File: src/verilog/psl_params.svh
`ifndef PSL_PARAMS_SVH
`define PSL_PARAMS_SVH

// ----------------------------------------------------------------------
// Timing
// ----------------------------------------------------------------------
`define PSL_CLK_PERIOD_NS   100
`define PSL_RST_MIN_NS      1000
`define PSL_RST_MIN_CYC     ((`PSL_RST_MIN_NS + `PSL_CLK_PERIOD_NS - 1) / `PSL_CLK_PERIOD_NS)
`define PSL_INIT_NS         200000
`define PSL_INIT_CYC        (`PSL_INIT_NS / `PSL_CLK_PERIOD_NS)
`define PSL_BLINK_NS        50000000
`define PSL_BLINK_CYC       (`PSL_BLINK_NS / `PSL_CLK_PERIOD_NS)

// ----------------------------------------------------------------------
// Register map
// ----------------------------------------------------------------------
`define PSL_ADDR_W          5
`define PSL_DATA_W          16
`define PSL_REG_STATUS      5'h10
`define PSL_REG_MULTI_IND   5'h18
`define PSL_REG_PHY_CONTROL 5'h19

// ----------------------------------------------------------------------
// Field positions and reset values
// ----------------------------------------------------------------------
`define PSL_PC_AN_EN        15
`define PSL_PC_SPEED100     14
`define PSL_PC_XOVER        13
`define PSL_PC_IND_MODE     5
`define PSL_MI_COL_OFF      0
`define PSL_MI_ACT_COL      1
`define PSL_ST_LINK         9
`define PSL_ST_READY        10
`define PSL_MI_RESET        2'h0
`define PSL_ADDR_DEFAULT    5'h01

`endif

File: src/verilog/psl_pkg.sv
package psl_pkg;

   // Values captured from the strap pins while reset is low
   typedef struct packed {
      logic       rmii;
      logic       xover;
      logic       ind_mode;
      logic       duplex;
      logic [4:0] addr;
   } psl_strap_s;

   // One receive nibble on its way to the MAC
   typedef struct packed {
      logic [3:0] data;
   } psl_nibble_s;

   typedef logic [3:0] psl_advert_t;

   typedef enum logic {
      PSL_INIT,
      PSL_RUN
   } psl_state_e;

endpackage

File: src/verilog/psl_sync.sv
`timescale 1ns/1ps
`default_nettype none

// ----------------------------------------------------------------------
// Two-stage synchroniser, no reset: pure data path
// ----------------------------------------------------------------------
module psl_sync #(
   parameter int unsigned W = 1
) (
   input  wire logic         clk,
   input  wire logic [W-1:0] d,
   output var  logic [W-1:0] q
);
   logic [W-1:0] meta;

   // First stage feeds only the second stage
   always_ff @(posedge clk) begin
      meta <= d;
      q    <= meta;
   end
endmodule // psl_sync

`default_nettype wire

File: src/verilog/psl_buf.sv
`timescale 1ns/1ps
`default_nettype none

// ----------------------------------------------------------------------
// Small valid/ready buffer, two entries by default
// ----------------------------------------------------------------------
module psl_buf #(
   parameter int unsigned W     = 4,
   parameter int unsigned DEPTH = 2
) (
   input  wire logic         clk,
   input  wire logic         rst_n,
   input  wire logic         in_valid,
   output var  logic         in_ready,
   input  wire logic [W-1:0] in_data,
   output var  logic         out_valid,
   input  wire logic         out_ready,
   output var  logic [W-1:0] out_data
);
   localparam int unsigned AW = (DEPTH > 1) ? $clog2(DEPTH) : 1;

   // Pointer wrap relies on a power-of-two depth
   if (DEPTH < 2 || (DEPTH & (DEPTH - 1)) != 0) begin : g_bad_depth
      $error("psl_buf: DEPTH must be a power of two, at least 2");
   end

   logic [W-1:0] mem [DEPTH];
   logic [AW-1:0] wr_ptr;
   logic [AW-1:0] rd_ptr;
   logic [AW:0]   count;

   wire push = in_valid && in_ready;
   wire pop  = out_valid && out_ready;

   // Honest full and empty from the fill count
   assign in_ready  = (count != (AW+1)'(DEPTH));
   assign out_valid = (count != '0);
   assign out_data  = mem[rd_ptr];

   // Storage
   always_ff @(posedge clk) begin
      if (push) begin
         mem[wr_ptr] <= in_data;
      end
   end

   // Pointers and fill count
   always_ff @(posedge clk) begin
      if (!rst_n) begin
         wr_ptr <= '0;
         rd_ptr <= '0;
         count  <= '0;
      end else begin
         wr_ptr <= push ? wr_ptr + 1'b1 : wr_ptr;
         rd_ptr <= pop ? rd_ptr + 1'b1 : rd_ptr;
         count  <= count + (AW+1)'(push) - (AW+1)'(pop);
      end
   end
endmodule // psl_buf

`default_nettype wire

File: src/verilog/psl_core.sv
`include "psl_params.svh"
`timescale 1ns/1ps
`default_nettype none

module psl_core #(
   parameter int unsigned INIT_CYC  = `PSL_INIT_CYC,
   parameter int unsigned BLINK_CYC = `PSL_BLINK_CYC
) (
   input  wire logic                    clk,
   input  wire logic                    rst_n,
   input  wire logic [`PSL_ADDR_W-1:0]  reg_addr,
   input  wire logic [`PSL_DATA_W-1:0]  reg_wdata,
   input  wire logic                    reg_wr,
   input  wire logic                    reg_rd,
   output var  logic [`PSL_DATA_W-1:0]  reg_rdata,
   input  wire logic                    link_clk,
   input  wire logic                    mac_tx_en,
   input  wire logic [3:0]              mac_txd,
   input  wire logic                    mac_rx_ready,
   input  wire logic [3:0]              rxd_i,
   output var  logic [3:0]              rxd_o,
   output var  logic [3:0]              rxd_oe,
   input  wire logic                    rx_dv_i,
   output var  logic                    rx_dv_o,
   output var  logic                    rx_dv_oe,
   input  wire logic                    rx_er_i,
   output var  logic                    rx_er_o,
   output var  logic                    rx_er_oe,
   input  wire logic                    col_i,
   output var  logic                    col_o,
   output var  logic                    col_oe,
   input  wire logic                    crs_i,
   output var  logic                    crs_o,
   output var  logic                    crs_oe,
   input  wire logic                    link_indicator_i,
   output var  logic                    link_indicator_o,
   output var  logic                    link_indicator_oe,
   input  wire logic [3:0]              line_rxd,
   input  wire logic                    line_rx_dv,
   input  wire logic                    line_link_up,
   output var  logic                    line_rx_ready,
   output var  logic [3:0]              line_txd,
   output var  logic                    line_tx_en,
   output var  logic                    phy_ready,
   output var  psl_pkg::psl_advert_t    advert,
   output var  logic                    auto_crossover,
   output var  logic                    rmii_mode
);
   if (INIT_CYC < 1 || INIT_CYC > 65535 || BLINK_CYC < 1) begin : g_bad_param
      $error("psl_core: counts out of range");
   end

   // ------------------------------------------------------------------
   // Synchronisers for every pin input except mac_rx_ready
   // ------------------------------------------------------------------
   logic [8:0] strap_pins;
   logic [11:0] link_pins;

   psl_sync #(.W(9)) u_sync_strap (
      .clk (clk),
      .d   ({rx_dv_i, rx_er_i, crs_i, link_indicator_i, rxd_i, col_i}),
      .q   (strap_pins)
   );

   psl_sync #(.W(12)) u_sync_link (
      .clk (clk),
      .d   ({link_clk, mac_tx_en, mac_txd, line_rxd, line_rx_dv, line_link_up}),
      .q   (link_pins)
   );

   // ------------------------------------------------------------------
   // Decode of synchronised pins
   // ------------------------------------------------------------------
   psl_pkg::psl_strap_s pin_strap;
   psl_pkg::psl_strap_s strap;
   logic                link_clk_q;

   assign pin_strap = psl_pkg::psl_strap_s'(strap_pins);
   wire       link_clk_s = link_pins[11];
   wire       tx_en_s    = link_pins[10];
   wire [3:0] txd_s      = link_pins[9:6];
   wire [3:0] rxd_line_s = link_pins[5:2];
   wire       rx_dv_s    = link_pins[1];
   wire       link_up_s  = link_pins[0];
   wire       link_rise  = link_clk_s && !link_clk_q;

   // ------------------------------------------------------------------
   // Strap capture and internal reset sequencing
   // ------------------------------------------------------------------
   psl_pkg::psl_state_e state;
   logic [15:0]         init_cnt;

   // Straps follow the pins only while reset is low; the pins carry the
   // weak pull levels then because every output enable is off
   always_ff @(posedge clk) begin
      if (!rst_n) begin
         strap <= pin_strap;
      end
   end

   // Internal reset completes a fixed time after release
   always_ff @(posedge clk) begin
      if (!rst_n) begin
         state    <= psl_pkg::PSL_INIT;
         init_cnt <= '0;
      end else if (state == psl_pkg::PSL_INIT) begin
         init_cnt <= init_cnt + 16'h0001;
         if (init_cnt == 16'(INIT_CYC - 1)) begin
            state <= psl_pkg::PSL_RUN;
         end
      end
   end

   wire run = (state == psl_pkg::PSL_RUN);

   // ------------------------------------------------------------------
   // Register file
   // ------------------------------------------------------------------
   logic [`PSL_DATA_W-1:0] phy_control;
   logic [1:0]             multi_indicator_control;

   wire sel_pc = (reg_addr == `PSL_REG_PHY_CONTROL);
   wire sel_mi = (reg_addr == `PSL_REG_MULTI_IND);
   wire sel_st = (reg_addr == `PSL_REG_STATUS);

   wire [`PSL_DATA_W-1:0] status_word = {5'h00, run, link_up_s, strap.rmii, strap.xover,
                                         strap.ind_mode, strap.duplex, strap.addr};
   wire [`PSL_DATA_W-1:0] rd_mux = sel_pc ? phy_control :
                                   sel_mi ? {14'h0000, multi_indicator_control} :
                                   sel_st ? status_word : 16'h0000;

   // Control register reloads defaults and strap-derived bits at reset
   always_ff @(posedge clk) begin
      if (!rst_n) begin
         phy_control                    <= 16'h0000;
         phy_control[`PSL_PC_AN_EN]     <= 1'b1;
         phy_control[`PSL_PC_SPEED100]  <= 1'b1;
         phy_control[`PSL_PC_XOVER]     <= pin_strap.xover;
         phy_control[`PSL_PC_IND_MODE]  <= pin_strap.ind_mode;
      end else if (reg_wr && sel_pc) begin
         phy_control <= reg_wdata;
      end
   end

   // Multi-indicator routing, and read data for exactly one cycle
   always_ff @(posedge clk) begin
      if (!rst_n) begin
         multi_indicator_control <= `PSL_MI_RESET;
         reg_rdata               <= 16'h0000;
      end else begin
         if (reg_wr && sel_mi) begin
            multi_indicator_control <= reg_wdata[1:0];
         end
         reg_rdata <= reg_rd ? rd_mux : 16'h0000;
      end
   end

   wire ind_mode = phy_control[`PSL_PC_IND_MODE];
   wire col_off  = multi_indicator_control[`PSL_MI_COL_OFF];
   wire act_col  = col_off && multi_indicator_control[`PSL_MI_ACT_COL];
   wire half     = !strap.duplex;

   assign advert         = strap.duplex ? 4'hF : 4'h5;  // {100FD,100HD,10FD,10HD}
   assign auto_crossover = phy_control[`PSL_PC_XOVER];
   assign rmii_mode      = strap.rmii;
   assign phy_ready      = run;

   // ------------------------------------------------------------------
   // Data path: transmit nibbles out, received nibbles through buffer
   // ------------------------------------------------------------------
   psl_pkg::psl_nibble_s buf_out;
   logic                 buf_valid;
   wire                  push_rx = link_rise && run && rx_dv_s;
   wire                  pop_rx  = buf_valid && mac_rx_ready;

   psl_buf #(.W(4), .DEPTH(2)) u_rx_buf (
      .clk       (clk),
      .rst_n     (rst_n),
      .in_valid  (push_rx),
      .in_ready  (line_rx_ready),
      .in_data   (rxd_line_s),
      .out_valid (buf_valid),
      .out_ready (mac_rx_ready),
      .out_data  (buf_out)
   );

   // Transmit nibble taken on each rising reference edge
   always_ff @(posedge clk) begin
      if (!rst_n) begin
         // Follow the pin level so a high clock at release is not a false rise
         link_clk_q <= link_clk_s;
         line_txd   <= 4'h0;
         line_tx_en <= 1'b0;
      end else begin
         link_clk_q <= link_clk_s;
         if (link_rise) begin
            line_tx_en <= run && tx_en_s;
            line_txd   <= txd_s;
         end
      end
   end

   // ------------------------------------------------------------------
   // Indicators: blink timer runs only while there is traffic
   // ------------------------------------------------------------------
   logic        blink;
   logic [31:0] blink_cnt;
   wire         activity = tx_en_s || rx_dv_s;
   wire         link_on  = link_up_s && (ind_mode || !activity || blink);

   always_ff @(posedge clk) begin
      if (!rst_n || !activity) begin
         blink     <= 1'b1;
         blink_cnt <= 32'h0000_0000;
      end else if (blink_cnt == 32'(BLINK_CYC - 1)) begin
         blink     <= !blink;
         blink_cnt <= 32'h0000_0000;
      end else begin
         blink_cnt <= blink_cnt + 32'h0000_0001;
      end
   end

   // Pin outputs: all released together on the first edge after reset
   always_ff @(posedge clk) begin
      if (!rst_n) begin
         rxd_oe            <= 4'h0;
         rx_dv_oe          <= 1'b0;
         rx_er_oe          <= 1'b0;
         col_oe            <= 1'b0;
         crs_oe            <= 1'b0;
         link_indicator_oe <= 1'b0;
         rxd_o             <= 4'h0;
         rx_dv_o           <= 1'b0;
         rx_er_o           <= 1'b0;
         col_o             <= 1'b0;
         crs_o             <= 1'b0;
         link_indicator_o  <= 1'b0;
      end else begin
         rxd_oe            <= 4'hF;
         rx_dv_oe          <= 1'b1;
         rx_er_oe          <= 1'b1;
         col_oe            <= 1'b1;
         crs_oe            <= 1'b1;
         link_indicator_oe <= 1'b1;
         rxd_o             <= pop_rx ? buf_out.data : rxd_o;
         rx_dv_o           <= pop_rx;
         rx_er_o           <= 1'b0;
         crs_o             <= rx_dv_s || (half && tx_en_s);
         // Lit level is the opposite of the pin's strap pull
         link_indicator_o  <= link_on ^ strap.duplex;
         col_o             <= act_col ? ((activity && link_up_s) ^ strap.addr[0]) :
                              col_off ? 1'b0 :
                              (half && tx_en_s && rx_dv_s);
      end
   end

   logic [15:0] since_rel;
   always_ff @(posedge clk) begin
      if (!rst_n) begin
         since_rel <= '0;
      end else if (since_rel != 16'hFFFF) begin
         since_rel <= since_rel + 16'h0001;
      end
   end
endmodule // psl_core

`default_nettype wire

File: config.mk
export PLATFORM = sky130hd
export DESIGN_NAME = psl_core
export DESIGN_NICKNAME = d
export VERILOG_FILES = /design/src/verilog/psl_pkg.sv /design/src/verilog/psl_sync.sv /design/src/verilog/psl_buf.sv /design/src/verilog/psl_core.sv
export VERILOG_INCLUDE_DIRS = /design/src /design/src/verilog
export SDC_FILE = /design/constraint.sdc
export NUM_CORES = 1
export LEC_CHECK = 0
export ABC_AREA = 1
export BUFFER_PORTS_ARGS = -buffer_cell sky130_fd_sc_hd__buf_2
export CAP_MARGIN = 10
export CORE_MARGIN = 2
export CORE_UTILIZATION = 56
export DETAILED_ROUTE_END_ITERATION = 8
export GPL_TIMING_DRIVEN = 0
export PLACE_DENSITY = 0.79
export SETUP_SLACK_MARGIN = 0.1
export SYNTH_ARGS = -nofsm -noshare
export SYNTH_HDL_FRONTEND = slang
export SYNTH_SLANG_ARGS = --single-unit
File: constraint.sdc
create_clock -name clk -period 2.1 [get_ports clk]
set_input_delay 0.315 -clock clk [delete_from_list [all_inputs] [get_ports clk]]
set_output_delay 0.315 -clock clk [all_outputs]
set_load 0.01 [all_outputs]
==> impl_metrics.ini <==
[worst_setup_path]
cp.required_ns = 2.30
path_max_fanout = 7
worstSetupStartpointType = flip-flop
critPathCaptureType = flip-flop
worstPathArrival_ns = 1.99
path_class = flip-flop to flip-flop

[synth]
synth_fa_ha_area_share_pct = 0.604
synthXorXnorAreaFrac_pct = 1.27
synthTopCellsByArea = dfxtp_1, nand2_1, edfxtp_1
synthMuxAreaShare_pct = 0
synth_cells = 786
ys_ff_latch = 162
yosysSeqAreaShare_pct = 55.2
synth_edf_count = 19
synth_area_leader_cell = dfxtp_1
synth-compound-area-share_pct = 8.78
synth_top_family_by_area = simple AND/OR/NAND/NOR gates
ys_types = 34
netlist.area_leader.share_pct = 46.1
avgSynthCellArea_um2 = 7.91
synthTopCellsByCount = nand2_1, dfxtp_1, nor2_1
syn_area_mm2 = 0.00621
ys_async_sr_fraction_pct = 0
yosysMostFrequentCell = nand2_1
ys.flop_type = dfxtp_1
ys_warn_count = 0
synth-simple-area-share_pct = 26.4

[worst_hold_path]
hold_class = primary input to flip-flop

[placed_design]
place_area_mm2 = 0.00684
place_congestion = 0.924
place_hpwl_mm = 9.85
io_buffer_count = 90

[layout]
area_growth_pct = 23.6
n_fill_cell = 865
diodes = 0
layout-drive-gt1-share_pct = 17.3
fin_area_mm2 = 0.00768
nets = 971
seq_area_mm2 = 0.00343
multi_input_area_mm2 = 0.00231

[global_route]
grt_max_degree = 19
grt_pass1_vias = 5103
groute.usage.overall_pct = 25.6
antenna_found_initial = 0
grt_overflow_total = 0
grt_pass1_wl_mm = 23.3

[pwr]
vdd_drop_max_uv = 888
finalPower_w = 0.00671
p_per_area_mw_per_mm2 = 874
power.leakage_nw = 3.08

[route]
drtAntennaViolNets = 0
vias_per_cell = 4.98
routed_wl_mm = 14.6
remaining_drc_errors = 0
drtIter0Drc = 320
dr.pass1.iters = 5
avgRoutedWirePerCell_um = 13.6
vias = 5353

[clock_tree]
cts_buffer_depth = 2
cts_max_level = 4
path_clk_slew_ns = 0.07
cts_buffers = 17
clkLatencyLatePin_ns = 0.54
clock-root-buffer = clkbuf_8
cts_tree = built
cts_sinks = 162

[sta]
finalSetupTns_ns = 0
setup_viol_count_final = 0
slew_violations = 0
slew_headroom_pct = 29.8
period_needed_ns = 1.78
report.final.hold_viol_count = 0
period_share_pct = 84.9
max_slew.worst_pin.slew_ns = 1.05
rsz0062_at_grt = no
finClkSkew_ns = 0.0132
fmax_mhz = 561

[floorplan]
start_util_pct = 57.3
dieArea_mm2 = 0.0120
coreArea_mm2 = 0.0108
die_w_um = 109
rows = 38
die_height_um = 109
ios = 94

[flow_run]
timing.max_cap.violations = 0

[run_status]
outcome = completed
==> metrics by stage <==
step	worst slack (ns)	util, %	std cells	hold slack [ns]
global route	0.119	70.9	1074	0.0259
floorplan	0.482	-	787	0.310
finish	0.317	70.9	1074	0.0305
global placement	0.279	63.1	1017	0.310
detailed placement	0.271	63.1	1017	0.312
CTS	0.203	70.9	1074	0.00956
==> final timing paths <==
path	end	slack, ns	cells after the start	start
setup / recovery	u_rx_buf.mem[0][2]$_DFFE_PP_	0.32	6	u_sync_link.q[11]$_DFF_P_
hold / removal	phy_control[3]$_SDFFE_PN0P_	0.03	3	reg_wdata[3]
setup reg to reg	u_rx_buf.mem[0][2]$_DFFE_PP_	0.32	6	u_sync_link.q[11]$_DFF_P_
hold reg to reg	u_sync_strap.q[7]$_DFF_P_	0.33	0	u_sync_strap.meta[7]$_DFF_P_
==> metal layers <==
layer / up-vias / routed length [µm] / GRT usage [%]
li1: 2737 / - / -
met1: 2404 / 6340 / 30.2
met2: 172 / 7120 / 44.2
met3: 40 / 837 / 6.11
met4: 0 / 339 / 11.1
met5: - / 0 / 0
==> final cells by class <==
| cell class | count | share of cell area [%] |
|---|---|---|
| inverter | 77 | 3.76 |
| buffer | 26 | 2.36 |
| sequential | 162 | 44.7 |
| multi-input combinational | 522 | 30.1 |
| tap | 140 | 2.28 |
| clock buffer | 17 | 5.39 |
| clock inverter | 15 | 2.28 |
| timing repair buffer | 115 | 9.12 |
==> cells by family (layout without fill, tap and decap cells) <==
family / count (synthesis) / after routing
adders and majority gates: 3 / 3
AOI/OAI and AO/OA: 104 / 104
buffers and inverters: 103 / 250
other: 2 / 3
xor gates and xnor gates: 9 / 9
DFF: 162 / 162
and+or+nand+nor: 403 / 403
==> repair_timing <==
action	in CTS	in global routing
resized for setup	0	1
hold buffers	25	0
buffers inserted	0	0
endpoints found under the setup margin	0	2
hold endpoints to repair	25	0
==> flip-flops by register name, indices dropped and copies added, names as in the netlist, 2 cells and up <==
register / flops
blink_cnt: 32
init_cnt: 16
phy_control: 16
reg_rdata: 16
u_sync_link.meta: 12
u_sync_link.q: 12
u_sync_strap.meta: 9
u_sync_strap.q: 9
status_word: 8
u_rx_buf.mem: 8
line_txd: 4
rxd_o: 4
multi_indicator_control: 2
u_rx_buf.count: 2
==> critical path, stage by stage, from the launching register on <==
cell	delay [ns]
dfxtp_1	0.33
inv_1	0.04
nor2_1	0.36
nand2_1	0.09
nor2_1	0.19
inv_1	0.10
nor2_1	0.33
==> cell usage in the layout, fill, tap and decap left out, drive strengths merged <==
cell type,instances
nand2,222
dfxtp,143
nor2,138
buf,111
inv,82
a21oi,62
o21ai,29
nand3,28
dlygate4sd3,25
clkbuf,22
edfxtp,19
a31oi,6
xor2,5
nor3,5
clkinv,5
nand4,4
xnor2,4
o21bai,3
ha,3
conb,3
clkinvlp,3
nand3b,2
nor4,2
o211ai,2
bufinv,2
or2,2
a211oi,1
o21a,1
==> report_power, final <==
part	switching [W]	internal (W)	total [W]
clock network	0.00133	0.00173	0.00306
logic	0.000196	0.000162	0.000358
registers	0.0000548	0.00323	0.00329
total	0.00158	0.00513	0.00671
Power figures use the tool's default switching activity.
